<file path="src/verilog/drq_pkg.sv">
// Constants and types shared by the descriptor ring queue engine
package drq_pkg;
  localparam int unsigned IDX_W        = 16;
  localparam int unsigned ADDR_W       = 64;
  localparam int unsigned LEN_W        = 32;
  localparam int unsigned QSZ_MAX      = 32768;
  localparam int unsigned QSZ_W        = 16;
  localparam logic [15:0] QSZ_MAX_C    = 16'h8000;
  localparam logic [15:0] IDX_RST      = 16'h0000;
  localparam int unsigned FLG_W        = 16;
  localparam int unsigned FLG_WRITABLE = 1;
  localparam int unsigned FLG_CONTINUE = 0;
  localparam int unsigned STAT_W       = 8;
  localparam int unsigned STAT_DRV_OK  = 2;
  localparam int unsigned STAT_NEEDRST = 6;
  localparam int unsigned SUP_BIT      = 0;
  localparam int unsigned MEM_AW       = 4;
  localparam int unsigned MEM_DW       = 16;

  typedef enum logic [2:0] {
    DRQ_IDLE  = 3'b000,
    DRQ_RING  = 3'b001,
    DRQ_DESC  = 3'b010,
    DRQ_WORK  = 3'b011,
    DRQ_USED  = 3'b100,
    DRQ_NOTE  = 3'b101
  } drq_state_e;
endpackage

</file>
<file path="src/verilog/drq_engine.sv">
// Device-side descriptor ring queue engine: fetch, chain walk, used post, interrupts
`timescale 1ns/1ps
// What the document requires
// RULE_01 - Accept config writes before feature negotiation
// RULE_02 - Allow queue use before driver ready; the engine allows it only in legacy_mode
// RULE_03 - Legacy driver skips features-accepted steps
// RULE_04 - Buffer: readable then writable elements
// RULE_05 - Descriptor holds address, length, writable flag
// RULE_06 - Chain via next index and continue flag
// RULE_07 - Head goes at index plus added, modulo size
// RULE_08 - Driver advances index by heads added
// RULE_09 - Pending count uses modulo 65536 arithmetic
// RULE_10 - Queue size at most 32768, power two
// RULE_11 - Driver writes ring before index update
// RULE_12 - Fetch as soon as index advances
// RULE_13 - Driver notifies unless suppressed
// RULE_14 - Driver orders index update before flag read
// RULE_15 - Device may suppress driver notifications
// RULE_16 - Interrupt driver after consuming buffers
// RULE_17 - Config change raises config interrupt
// RULE_18 - Needs-reset bit raises config interrupt
// RULE_19 - Queues live once driver ready set
// RULE_20 - Device reset makes all queues non-live
// RULE_21 - Driver keeps exposed descriptors unchanged
// RULE_22 - Driver never decrements available index
// RULE_23 - Interrupt only when driver flags zero
// RULE_24 - Driver notifies when device flags zero
// RULE_25 - Private last-seen index, advanced modulo 65536
module drq_engine (
  input  wire logic                        clock,          // 40 MHz clock
  input  wire logic                        nrst,           // Async reset, active low
  input  wire logic                        dev_reset,      // Driver-requested device reset
  input  wire logic                        legacy_mode,    // Legacy interface in use
  input  wire logic [drq_pkg::STAT_W-1:0]  dev_status,     // Device status byte from driver
  input  wire logic [drq_pkg::MEM_AW-1:0]  queue_sel,      // Queue being serviced
  input  wire logic [drq_pkg::QSZ_W-1:0]   queue_size,     // Configured queue size
  input  wire logic                        queue_enable,   // Queue configured by driver
  input  wire logic [drq_pkg::IDX_W-1:0]   avail_idx,      // Published available index
  input  wire logic [drq_pkg::FLG_W-1:0]   avail_flags,    // Driver interrupt suppression
  input  wire logic                        want_quiet,     // Device needs no notifications
  input  wire logic                        cfg_wr,         // Driver config field write
  input  wire logic                        cfg_changed,    // Device config changed, pulse
  input  wire logic                        need_reset_req, // Device wants reset, pulse
  output logic                             cfg_wr_ok,      // Config write accepted
  output logic                             ring_rd,        // Ring entry read request
  output logic      [drq_pkg::IDX_W-1:0]   ring_slot,      // Ring slot to read
  input  wire logic                        ring_vld,       // Ring entry returned
  input  wire logic [drq_pkg::IDX_W-1:0]   ring_head,      // Chain head from ring
  output logic                             desc_rd,        // Descriptor read request
  output logic      [drq_pkg::IDX_W-1:0]   desc_index,     // Descriptor to read
  input  wire logic                        desc_vld,       // Descriptor returned
  input  wire logic [drq_pkg::ADDR_W-1:0]  desc_addr,      // Element start address
  input  wire logic [drq_pkg::LEN_W-1:0]   desc_len,       // Element length
  input  wire logic [drq_pkg::FLG_W-1:0]   desc_flags,     // Element flags
  input  wire logic [drq_pkg::IDX_W-1:0]   desc_next,      // Next descriptor index
  output logic                             elem_vld,       // Element handed to datapath
  output logic      [drq_pkg::ADDR_W-1:0]  elem_addr,      // Element address
  output logic      [drq_pkg::LEN_W-1:0]   elem_len,       // Element length
  output logic                             elem_wr,        // Element device-writable
  input  wire logic                        elem_done,      // Datapath finished element
  input  wire logic [drq_pkg::LEN_W-1:0]   elem_written,   // Bytes written into element
  output logic                             used_wr,        // Post used entry, pulse
  output logic      [drq_pkg::IDX_W-1:0]   used_id,        // Chain head consumed
  output logic      [drq_pkg::LEN_W-1:0]   used_len,       // Total bytes written
  output logic      [drq_pkg::FLG_W-1:0]   used_flags,     // Device notify suppression
  output logic                             queue_live,     // Queue is live
  output logic                             vq_irq,         // Used-buffer interrupt, pulse
  output logic                             cfg_irq,        // Config-change interrupt, pulse
  output logic                             need_reset_bit, // Needs-reset status bit
  output logic                             size_bad        // Queue size illegal
);
  drq_pkg::drq_state_e st_r, st_nxt;
  logic [drq_pkg::IDX_W-1:0]  last_seen;
  logic [drq_pkg::IDX_W-1:0]  pending;
  logic [drq_pkg::IDX_W-1:0]  size_mask;
  logic [drq_pkg::IDX_W-1:0]  head_r;
  logic [drq_pkg::IDX_W-1:0]  next_r;
  logic [drq_pkg::LEN_W-1:0]  total_r;
  logic                       cont_r;
  logic                       live_r;
  logic                       nrb_r;
  logic                       size_ok;
  logic                       may_run;
  logic                       seen_we;
  logic                       mem_clr;
  logic                       irq_want;
  logic                       rd_seen_r;

  // Power of two and no larger than the ceiling keeps full and empty apart
  assign size_ok   = (queue_size != '0) && (queue_size <= drq_pkg::QSZ_MAX_C)
                     && ((queue_size & (queue_size - 16'h0001)) == '0); // RULE_10
  assign size_mask = queue_size - 16'h0001;
  assign size_bad  = queue_enable && !size_ok;

  // Legacy drivers may run queues before driver-ready
  assign may_run   = queue_enable && size_ok && (live_r || legacy_mode); // RULE_02
  // Unsigned subtraction wraps, so a wrapped index still gives the right count
  assign pending   = avail_idx - last_seen; // RULE_09
  // Config writes are never gated by negotiation progress
  assign cfg_wr_ok = cfg_wr; // RULE_01
  assign mem_clr   = dev_reset;
  assign seen_we   = (st_r == drq_pkg::DRQ_USED);
  // Driver flag value 1 suppresses, 0 demands an interrupt
  assign irq_want  = (avail_flags[drq_pkg::SUP_BIT] == 1'b0); // RULE_23

  drq_mem u_seen (
    .clock (clock),
    .nrst  (nrst),
    .we    (seen_we),
    .waddr (queue_sel),
    .wdata (last_seen + 16'h0001), // RULE_25
    .clr   (mem_clr),
    .raddr (queue_sel),
    .rdata (last_seen)
  );

  always_comb
  begin
    st_nxt = st_r;
    case (st_r)
      drq_pkg::DRQ_IDLE:
        if (may_run && pending != '0 && rd_seen_r)
          st_nxt = drq_pkg::DRQ_RING; // RULE_12
      drq_pkg::DRQ_RING:
        if (ring_vld)
          st_nxt = drq_pkg::DRQ_DESC;
      drq_pkg::DRQ_DESC:
        if (desc_vld)
          st_nxt = drq_pkg::DRQ_WORK;
      drq_pkg::DRQ_WORK:
        if (elem_done)
          st_nxt = cont_r ? drq_pkg::DRQ_DESC : drq_pkg::DRQ_USED; // RULE_06
      drq_pkg::DRQ_USED:
        st_nxt = drq_pkg::DRQ_NOTE;
      drq_pkg::DRQ_NOTE:
        st_nxt = drq_pkg::DRQ_IDLE;
      default:
        st_nxt = drq_pkg::DRQ_IDLE;
    endcase
    if (dev_reset)
      st_nxt = drq_pkg::DRQ_IDLE;
  end

  assign ring_rd    = (st_r == drq_pkg::DRQ_RING);
  assign ring_slot  = last_seen & size_mask; // RULE_07
  assign desc_rd    = (st_r == drq_pkg::DRQ_DESC);
  assign desc_index = next_r;
  assign queue_live = live_r;
  assign need_reset_bit = nrb_r;

  always_ff @(posedge clock or negedge nrst)
  begin
    if (!nrst)
      st_r <= drq_pkg::DRQ_IDLE;
    else
      st_r <= st_nxt;
  end

  // Memory read lags a clear or write by a cycle; a stale index would fetch the wrong slot
  always_ff @(posedge clock or negedge nrst)
  begin
    if (!nrst)
      rd_seen_r <= 1'b1;
    else
      rd_seen_r <= !(mem_clr || seen_we);
  end

  // Reset clears liveness; driver-ready makes the configured queue live
  always_ff @(posedge clock or negedge nrst)
  begin
    if (!nrst)
      live_r <= 1'b0;
    else if (dev_reset)
      live_r <= 1'b0; // RULE_20
    else
      live_r <= dev_status[drq_pkg::STAT_DRV_OK] && queue_enable; // RULE_19
  end

  // Set wins over the driver's reset that clears it
  always_ff @(posedge clock or negedge nrst)
  begin
    if (!nrst)
      nrb_r <= 1'b0;
    else if (need_reset_req)
      nrb_r <= 1'b1;
    else if (dev_reset)
      nrb_r <= 1'b0;
  end

  always_ff @(posedge clock or negedge nrst)
  begin
    if (!nrst)
      cfg_irq <= 1'b0;
    else
      cfg_irq <= cfg_changed || (need_reset_req && !nrb_r); // RULE_17 RULE_18
  end

  always_ff @(posedge clock or negedge nrst)
  begin
    if (!nrst)
    begin
      head_r  <= '0;
      next_r  <= '0;
      cont_r  <= 1'b0;
      total_r <= '0;
    end
    else if (st_r == drq_pkg::DRQ_RING && ring_vld)
    begin
      head_r  <= ring_head;
      next_r  <= ring_head;
      total_r <= '0;
    end
    else if (st_r == drq_pkg::DRQ_DESC && desc_vld)
    begin
      cont_r <= desc_flags[drq_pkg::FLG_CONTINUE];
      next_r <= desc_next;
    end
    else if (st_r == drq_pkg::DRQ_WORK && elem_done)
      total_r <= total_r + elem_written;
  end

  always_ff @(posedge clock or negedge nrst)
  begin
    if (!nrst)
    begin
      elem_vld  <= 1'b0;
      elem_addr <= '0;
      elem_len  <= '0;
      elem_wr   <= 1'b0;
    end
    else if (st_r == drq_pkg::DRQ_DESC && desc_vld && !dev_reset)
    begin
      elem_vld  <= 1'b1;
      elem_addr <= desc_addr;
      elem_len  <= desc_len;
      elem_wr   <= desc_flags[drq_pkg::FLG_WRITABLE];
    end
    else if (elem_done || dev_reset)
      elem_vld  <= 1'b0;
  end

  always_ff @(posedge clock or negedge nrst)
  begin
    if (!nrst)
    begin
      used_wr    <= 1'b0;
      used_id    <= '0;
      used_len   <= '0;
      used_flags <= '0;
      vq_irq     <= 1'b0;
    end
    else
    begin
      used_wr    <= seen_we;
      used_flags <= {15'h0000, want_quiet}; // RULE_15
      if (seen_we)
      begin
        used_id  <= head_r;
        used_len <= total_r;
      end
      // Raised one cycle after the used entry so it lands after the post
      vq_irq     <= (st_r == drq_pkg::DRQ_NOTE) && irq_want; // RULE_16
    end
  end
endmodule

</file>
<file path="src/verilog/drq_mem.sv">
// Small register-file memory holding the per-queue last-seen available index
`timescale 1ns/1ps
module drq_mem (
  input  wire logic                       clock,  // System clock
  input  wire logic                       nrst,   // Async reset, active low
  input  wire logic                       we,     // Write enable
  input  wire logic [drq_pkg::MEM_AW-1:0] waddr,  // Write address
  input  wire logic [drq_pkg::MEM_DW-1:0] wdata,  // Write data
  input  wire logic                       clr,    // Clear all words
  input  wire logic [drq_pkg::MEM_AW-1:0] raddr,  // Read address
  output logic      [drq_pkg::MEM_DW-1:0] rdata   // Registered read data
);
  localparam int unsigned DEPTH = 1 << drq_pkg::MEM_AW;
  localparam int unsigned AW    = drq_pkg::MEM_AW;
  logic [drq_pkg::MEM_DW-1:0] mem_r [DEPTH];

  genvar g;
  generate
    for (g = 0; g < DEPTH; g++)
    begin : g_word
      always_ff @(posedge clock or negedge nrst)
      begin
        if (!nrst)
          mem_r[g] <= drq_pkg::IDX_RST;
        else if (clr)
          mem_r[g] <= drq_pkg::IDX_RST;
        else if (we && waddr == AW'(g))
          mem_r[g] <= wdata;
      end
    end
  endgenerate

  always_ff @(posedge clock or negedge nrst)
  begin
    if (!nrst)
      rdata <= '0;
    else
      rdata <= mem_r[raddr];
  end
endmodule

</file>
<file path="config.mk">
export PLATFORM = sky130hd
export DESIGN_NAME = drq_engine
export DESIGN_NICKNAME = d
export VERILOG_FILES = /design/src/verilog/drq_pkg.sv /design/src/verilog/drq_engine.sv /design/src/verilog/drq_mem.sv
export SDC_FILE = /design/constraint.sdc
export NUM_CORES = 1
export LEC_CHECK = 0
export BUFFER_PORTS_ARGS = -buffer_cell sky130_fd_sc_hd__buf_2
export CORE_MARGIN = 5
export CORE_UTILIZATION = 45
export DETAILED_ROUTE_END_ITERATION = 12
export PLACE_DENSITY = 0.67
export SYNTH_ARGS = -nofsm -noshare
export SYNTH_HDL_FRONTEND = slang
export SYNTH_HIERARCHICAL = 1
export SYNTH_SLANG_ARGS = --single-unit
</file>
<file path="constraint.sdc">
create_clock -name clock -period 9.6 [get_ports clock]
set_input_delay 1.92 -clock clock [delete_from_list [all_inputs] [get_ports clock]]
set_output_delay 1.92 -clock clock [all_outputs]
set_load 0.05 [all_outputs]
</file>
==> results.cfg, run 1 <==
[global_route]
grt_pass1_wl_microns = 121500
overflow = 0
antenna_found_initial = 18
grt_pass1_vias = 20300
grt_use_total_pct = 25.43
grt_start_max_net_pins = 177

[timing]
setup_viol = 0
grt_setup_unrepaired = no
fmax_ghz = 0.1389
slew_headroom_pct = 3.777
maxSlewViolCount = 0
finalClockSkew_ns = 0.01889
hold_viol = 0
final.setup.tns_ns = 0
tightest_slew_ns = 1.433
fin_crit_sh_pct = 74.99
period_needed_ns = 7.199

[yosys]
synth_edf_count = 0
synth_seq_area_share_pct = 50.03
yosysMostFrequentCell = dfrtp_1
synth_adder_area_share_pct = 3.278
post_synth.cell_area_avg_sq_um = 10.52
yosysUniqueCellTypes = 82
ys_seq_elements = 493
synth-simple-area-share_pct = 10.79
synth_common_cells = dfrtp_1, o21ai_0, a21oi_1
syn_inst = 2345
synth.area.mux_share_pct = 13.38
synth_top_area_share_pct = 49.93
yosysWarnings = 6
asyncSetResetFlopFracSynth_pct = 100.0
synth_area_sq_um = 24660
synth_compound_area_share_pct = 15.85
synthTopCellsByArea = dfrtp_1, mux2_2, o21ai_0
synthFlopType = dfrtp_1
synth_top_family_by_area = compound AO/OA/AOI/OAI gates
yosys.area.top_type = dfrtp_1
synth-xor-area-share_pct = 1.669

[die]
io_pins = 451
die_x_microns = 244.1
start_util_pct = 45.64
fp-row-count = 85
core_sq_um = 54030
die_area_sq_um = 59580
die_h_microns = 244.1

[detailed_routing]
detail-route-antenna-nets = 0
routed_wl_microns = 78510
routedWlPerCell_microns = 23.41
vias = 20404
route.detailed.drc = 0
drt_iter0_drc = 2165
vias_per_cell = 6.085
drt_pass1_iterations = 6

[clock_tree]
insertion_delay_ns = 0.60
cts_root_buffer = clkbuf_16
cts.sinks = 493
cts.clk_slew.worst_paths_ns = 0.06
cts_setup_buffers = 0
cts.path.max_buffers = 3
ctsHtreeMaxLevel = 2
hold_buffers = 0
ctsResizeCount = 0
cts_inserted_buffers = 52
cts_tree = built

[critical_path]
critPathCaptureType = output pin
critPathMaxFanout = 3
path_class = in -> out
required_ns = 7.68
start_kind = input port
arrival_ns = 5.28

[power]
p_leak_nw = 13.47
ir_worst_vdd_mv = 0.1364
power_density_nw_per_um2 = 161.6

[placement]
hpwl_microns = 49450
portBuffers = 397
place_area_sq_um = 26800
place.gp.congestion = 0.9325

[run_status]
status = complete, no violations

[run]
maxCapViolCount = 0

[worst_hold_path]
hp-class = reg -> reg

[final_layout]
finalNetCount = 2915
area_growth_pct = 16.09
final_layout_size_suffix_gt1_share_pct = 28.60
fill_cells = 4689
seq_area_sq_um = 12340
post-route-cell-area_sq_um = 28630
multiInputGateArea_sq_um = 11240
==> power by group <==
part	internal, mW	total [mW]	switching, mW
Clock	1.23	2.08	0.856
Sequential	2.11	2.13	0.0173
Combinational	0.107	0.414	0.307
==> registers in the layout, summed over array words and instances, names as in the netlist <==
| name | cells |
|---|---|
| desc_index | 16 |
| u_seen/mem_r | 256 |
| queue_live | 1 |
| cfg_irq | 1 |
| elem_addr | 64 |
| used_wr | 1 |
| need_reset_bit | 1 |
| head_r | 16 |
| used_len | 32 |
| total_r | 32 |
| vq_irq | 1 |
| used_id | 16 |
| used_flags | 1 |
| elem_vld | 1 |
| u_seen/rdata | 16 |
| elem_len | 32 |
| rd_seen_r | 1 |
| cont_r | 1 |
| elem_wr | 1 |
| st_r | 3 |
==> placed cells by master, fill, tap and decap left out, types with 32 or more instances in the layout <==
cell type	count
nand2_1	111
mux4_2	51
o21ai_0	307
dfrtp_1	492
buf_2	394
ha_1	63
nand3_1	276
nor2_1	40
a22oi_1	32
clkbuf_16	54
a21oi_1	284
mux2_2	146
==> critical path, stage by stage <==
cell	delay [ns]
buf_2	0.11
or4_1	0.53
or3_1	0.37
nor2_1	0.11
nand2_1	0.10
or3_1	0.32
ha_1	0.18
or4_1	0.39
nor4_1	0.19
nand4_1	0.47
and2_1	0.37
buf_2	0.21
==> metrics by stage <==
stage / std cells / util [%] / hold slack [ns] / worst slack, ns / total power [mW]
floorplan: 2359 / - / 0.4402 / 3.243 / 2.406
global placement: 3245 / 49.61 / 0.4546 / 2.409 / 2.568
detailed placement: 3245 / 49.61 / 0.4571 / 2.411 / 2.577
CTS: 3339 / 52.89 / 0.4740 / 2.414 / 4.665
global route: 3352 / 52.98 / 0.4922 / 2.283 / 4.784
finish: 3353 / 52.99 / 0.4715 / 2.401 / 4.626
==> worst paths after layout <==
| kind | startpoint | end | slack (ns) | cells after the start |
|---|---|---|---|---|
| min in group asynchronous | nrst | u_seen/mem_r[74]$_DFFE_PN0P_ | 1.41 | 1 |
| setup reg to reg | u_seen/rdata[1]$_DFF_PN0_ | st_r[0]$_DFFE_PN0P_ | 5.74 | 12 |
| setup / recovery | queue_size[6] | size_bad | 2.40 | 12 |
| hold / removal | head_r[4]$_DFFE_PN0P_ | head_r[4]$_DFFE_PN0P_ | 0.47 | 2 |
| hold reg to reg | head_r[4]$_DFFE_PN0P_ | head_r[4]$_DFFE_PN0P_ | 0.47 | 2 |
| max in group asynchronous | nrst | head_r[3]$_DFFE_PN0P_ | 6.56 | 2 |
==> per-layer routing <==
metal	track usage [%]	wire length (microns)	vias up
met1	33.20	30470	10203
met2	42.11	38180	1035
met3	4.881	6706	154
li1	-	-	9012
met4	10.27	3147	0
met5	0	0	-
==> final cells by class <==
| cell class | count | area share, % |
|---|---|---|
| clock inverters | 19 | 0.7911 |
| inverters | 31 | 0.4065 |
| clock buffers | 75 | 5.415 |
| repair buffers | 428 | 7.871 |
| well taps | 696 | 3.042 |
| flip-flops and latches | 493 | 43.10 |
| multi-input cells | 1597 | 39.25 |
| diodes | 14 | 0.1224 |
==> cells by family after synthesis <==
| kind of cell | after synthesis |
|---|---|
| adder cells (fa/ha/maj) | 64 |
| flip-flops | 493 |
| buffers and inverters | 269 |
| AND/OR/NAND/NOR | 538 |
| other | 1 |
| XOR/XNOR | 47 |
| AO/OA/AOI/OAI | 706 |
| multiplexers | 227 |
Power figures use the tool's default switching activity.
==> run 2: changes to the inputs <==
- ABC_AREA: default -> 1
- PLACE_DENSITY: 0.67 -> 0.69
- clock period: 9.6 -> 6.26 ns (I/O delays scaled with it)
==> run 2 against run 1 <==
Core utilization down 0.31 points. Clock-buffer cell count up 1. Critical path type unchanged. Critical path depth up 7. Largest power group is now combinational logic. Power rose to 2.7 times the previous value.
==> results.cfg, run 2 <==
[critical_path]
startpoint = queue_size[2]
r2r-end = total_r[30]$_DFFE_PN0P_
arrival_ns = 3.49
path_class = in -> out
rrSetupSlack_ns = 3.19
reg2reg_depth = 7
reg2reg_from = st_r[0]$_DFFE_PN0P_
critPathCaptureType = output pin
critPathMaxFanout = 3
start_kind = input port
required_ns = 5.01
endpoint = size_bad

[final_layout]
top_regs = u_seen/mem_r x256, elem_addr x64
layout.cells.most_common_list = nand2_1, dfrtp_1, inv_1
stdcell_count = 4210
largest_reg_flops = 256
top_register = u_seen/mem_r
area_growth_pct = 16.67
finalNetCount = 3716
final_layout_size_suffix_gt1_share_pct = 19.66
fill_cells = 5235
utilization_pct = 52.67
layout_commonest_cell = nand2_1

[placement]
dp_cells = 4104
place.gp.congestion = 0.8921
hpwl_microns = 52630
dp_worst_setup_slack_ns = 1.554
portBuffers = 397

[yosys]
post_synth.cell_area_avg_sq_um = 8.231
asyncSetResetFlopFracSynth_pct = 100.0
ys_seq_elements = 493
synth_top_area_share_pct = 48.64
yosysMostFrequentCell = nand2_1
synth_seq_area_share_pct = 48.75
yosysUniqueCellTypes = 52
synthTopCellsByArea = dfrtp_1, nand2_1, o21ai_0
synth_common_cells = nand2_1, dfrtp_1, inv_1
yosys.area.top_type = dfrtp_1
synthFlopType = dfrtp_1
yosysWarnings = 6
synth_edf_count = 0
syn_inst = 3075
synth_area_sq_um = 25310

[timing]
period_needed_ns = 4.745
final.setup.tns_ns = 0
hold_viol = 0
slew_headroom_pct = 20.09
fin_ws_ns = 1.515
fmax_ghz = 0.2107
finalClockSkew_ns = 0.01279
tightest_slew_ns = 1.197
maxSlewViolCount = 0
grt_setup_unrepaired = no
setup_viol = 0
fin_crit_sh_pct = 75.80

[global_route]
antenna_found_initial = 17
grt_start_max_net_pins = 132
grt_pass1_wl_microns = 118700
overflow = 0
grt_pass1_vias = 21589
grt_use_total_pct = 24.33

[power]
ir_worst_vdd_mv = 0.4994
power_density_nw_per_um2 = 427.9
p_leak_nw = 15.03
p_total_mw = 12.64

[clock_tree]
cts_tree = built
ctsHtreeMaxLevel = 2
cts_root_buffer = clkbuf_16
hold_buffers = 0
cts_setup_buffers = 0
cts.sinks = 493
insertion_delay_ns = 0.60
cts.clk_slew.worst_paths_ns = 0.05
ctsResizeCount = 0
cts.path.max_buffers = 3
cts_inserted_buffers = 54

[die]
start_util_pct = 45.15
die_x_microns = 247.2
die_h_microns = 247.2
fp-row-count = 87
die_area_sq_um = 61090
core_sq_um = 56060
io_pins = 451

[detailed_routing]
route.detailed.drc = 0
vias = 21649
vias_per_cell = 5.142
routedWlPerCell_microns = 17.95
routed_wl_microns = 75590
detail-route-antenna-nets = 0
drt_pass1_iterations = 6
drt_iter0_drc = 1756

[worst_hold_path]
hp-class = reg -> reg

[run]
maxCapViolCount = 0

[run_status]
status = complete, no violations
## run 2: cell types whose count changed after synthesis, sizes merged, moves of 14 or more
cell / change
a22oi: -32
nand2: +729
nor2: +84
mux2i: -17
inv: +411
a21o: -16
o21ai: +78
mux4: -64
mux2: -48
clkbuf: -91
a21oi: -210
xnor2: -28
buf: +14
## run 2: worst min path at each step
stage	start	to	slack, ns	depth (start not counted)
global placement	used_id[0]$_DFFE_PN0P_	used_id[0]$_DFFE_PN0P_	0.46	2
CTS	used_len[22]$_DFFE_PN0P_	used_len[22]$_DFFE_PN0P_	0.48	2
detailed placement	used_len[22]$_DFFE_PN0P_	used_len[22]$_DFFE_PN0P_	0.47	2
global route	elem_addr[54]$_DFFE_PN0P_	elem_addr[54]$_DFFE_PN0P_	0.51	1
finish	used_len[28]$_DFFE_PN0P_	used_len[28]$_DFFE_PN0P_	0.48	2
floorplan	u_seen/mem_r[208]$_DFFE_PN0P_	u_seen/mem_r[208]$_DFFE_PN0P_	0.45	2
## run 2: worst max-delay path, cell delays in order
cell      delay (ns)
buf_2           0.12
nor2_1          0.08
inv_1           0.04
nor2_1          0.07
inv_1           0.06
or2_2           0.26
nor2_1          0.12
nand2_1         0.10
inv_1           0.10
nand3_1         0.10
nand3b_1        0.18
ha_1            0.19
nor3_1          0.16
nand2_1         0.08
nor2_1          0.13
nand3_1         0.12
nand2_1         0.08
inv_1           0.04
buf_2           0.20
## run 2: cell type report
cell class | count | area [sq um] | share of cell area, %
repair buffers | 416 | 2167 | 7.339
clock buffers | 76 | 1615 | 5.470
well taps | 756 | 945.9 | 3.203
multi-input cells | 1997 | 10500 | 35.57
clock inverters | 24 | 282.8 | 0.9576
diodes | 6 | 15.01 | 0.05085
inverters | 442 | 1662 | 5.627
flip-flops and latches | 493 | 12340 | 41.78
## run 2: cells by family after synthesis
kind of cell,count (synthesis),share of synthesized area (%)
other cells,1,0.01482
fa+ha+maj,64,3.193
buf+inv,599,10.00
compound gates,506,10.75
mux,98,4.642
xor+xnor,24,0.8305
flops,493,48.75
simple gates,1290,21.82
## run 2: routing by layer
layer / track usage (%) / share of wire, % / up-vias
li1: - / - / 10428
met1: 31.54 / 41 / 10306
met2: 39.98 / 48 / 756
met3: 5.847 / 8.2 / 141
met4: 8.763 / 3.3 / 18
met5: 0 / 0.15 / -
## run 2: per-stage QoR
step	hold WS [ns]	cell area [sq um]
6_report	0.4782	29530
4_1_cts	0.4828	29510
3_5_place_dp	0.4682	27620
2_1_floorplan	0.4530	25360
5_1_grt	0.5099	29520
3_3_place_gp	0.4621	27620
## run 2: where the power goes
group          internal [mW]  leakage (nW)  switching, mW
clock network           2.04         0.948           1.32
registers               3.94          6.45          0.389
logic                   1.29          7.63           3.65
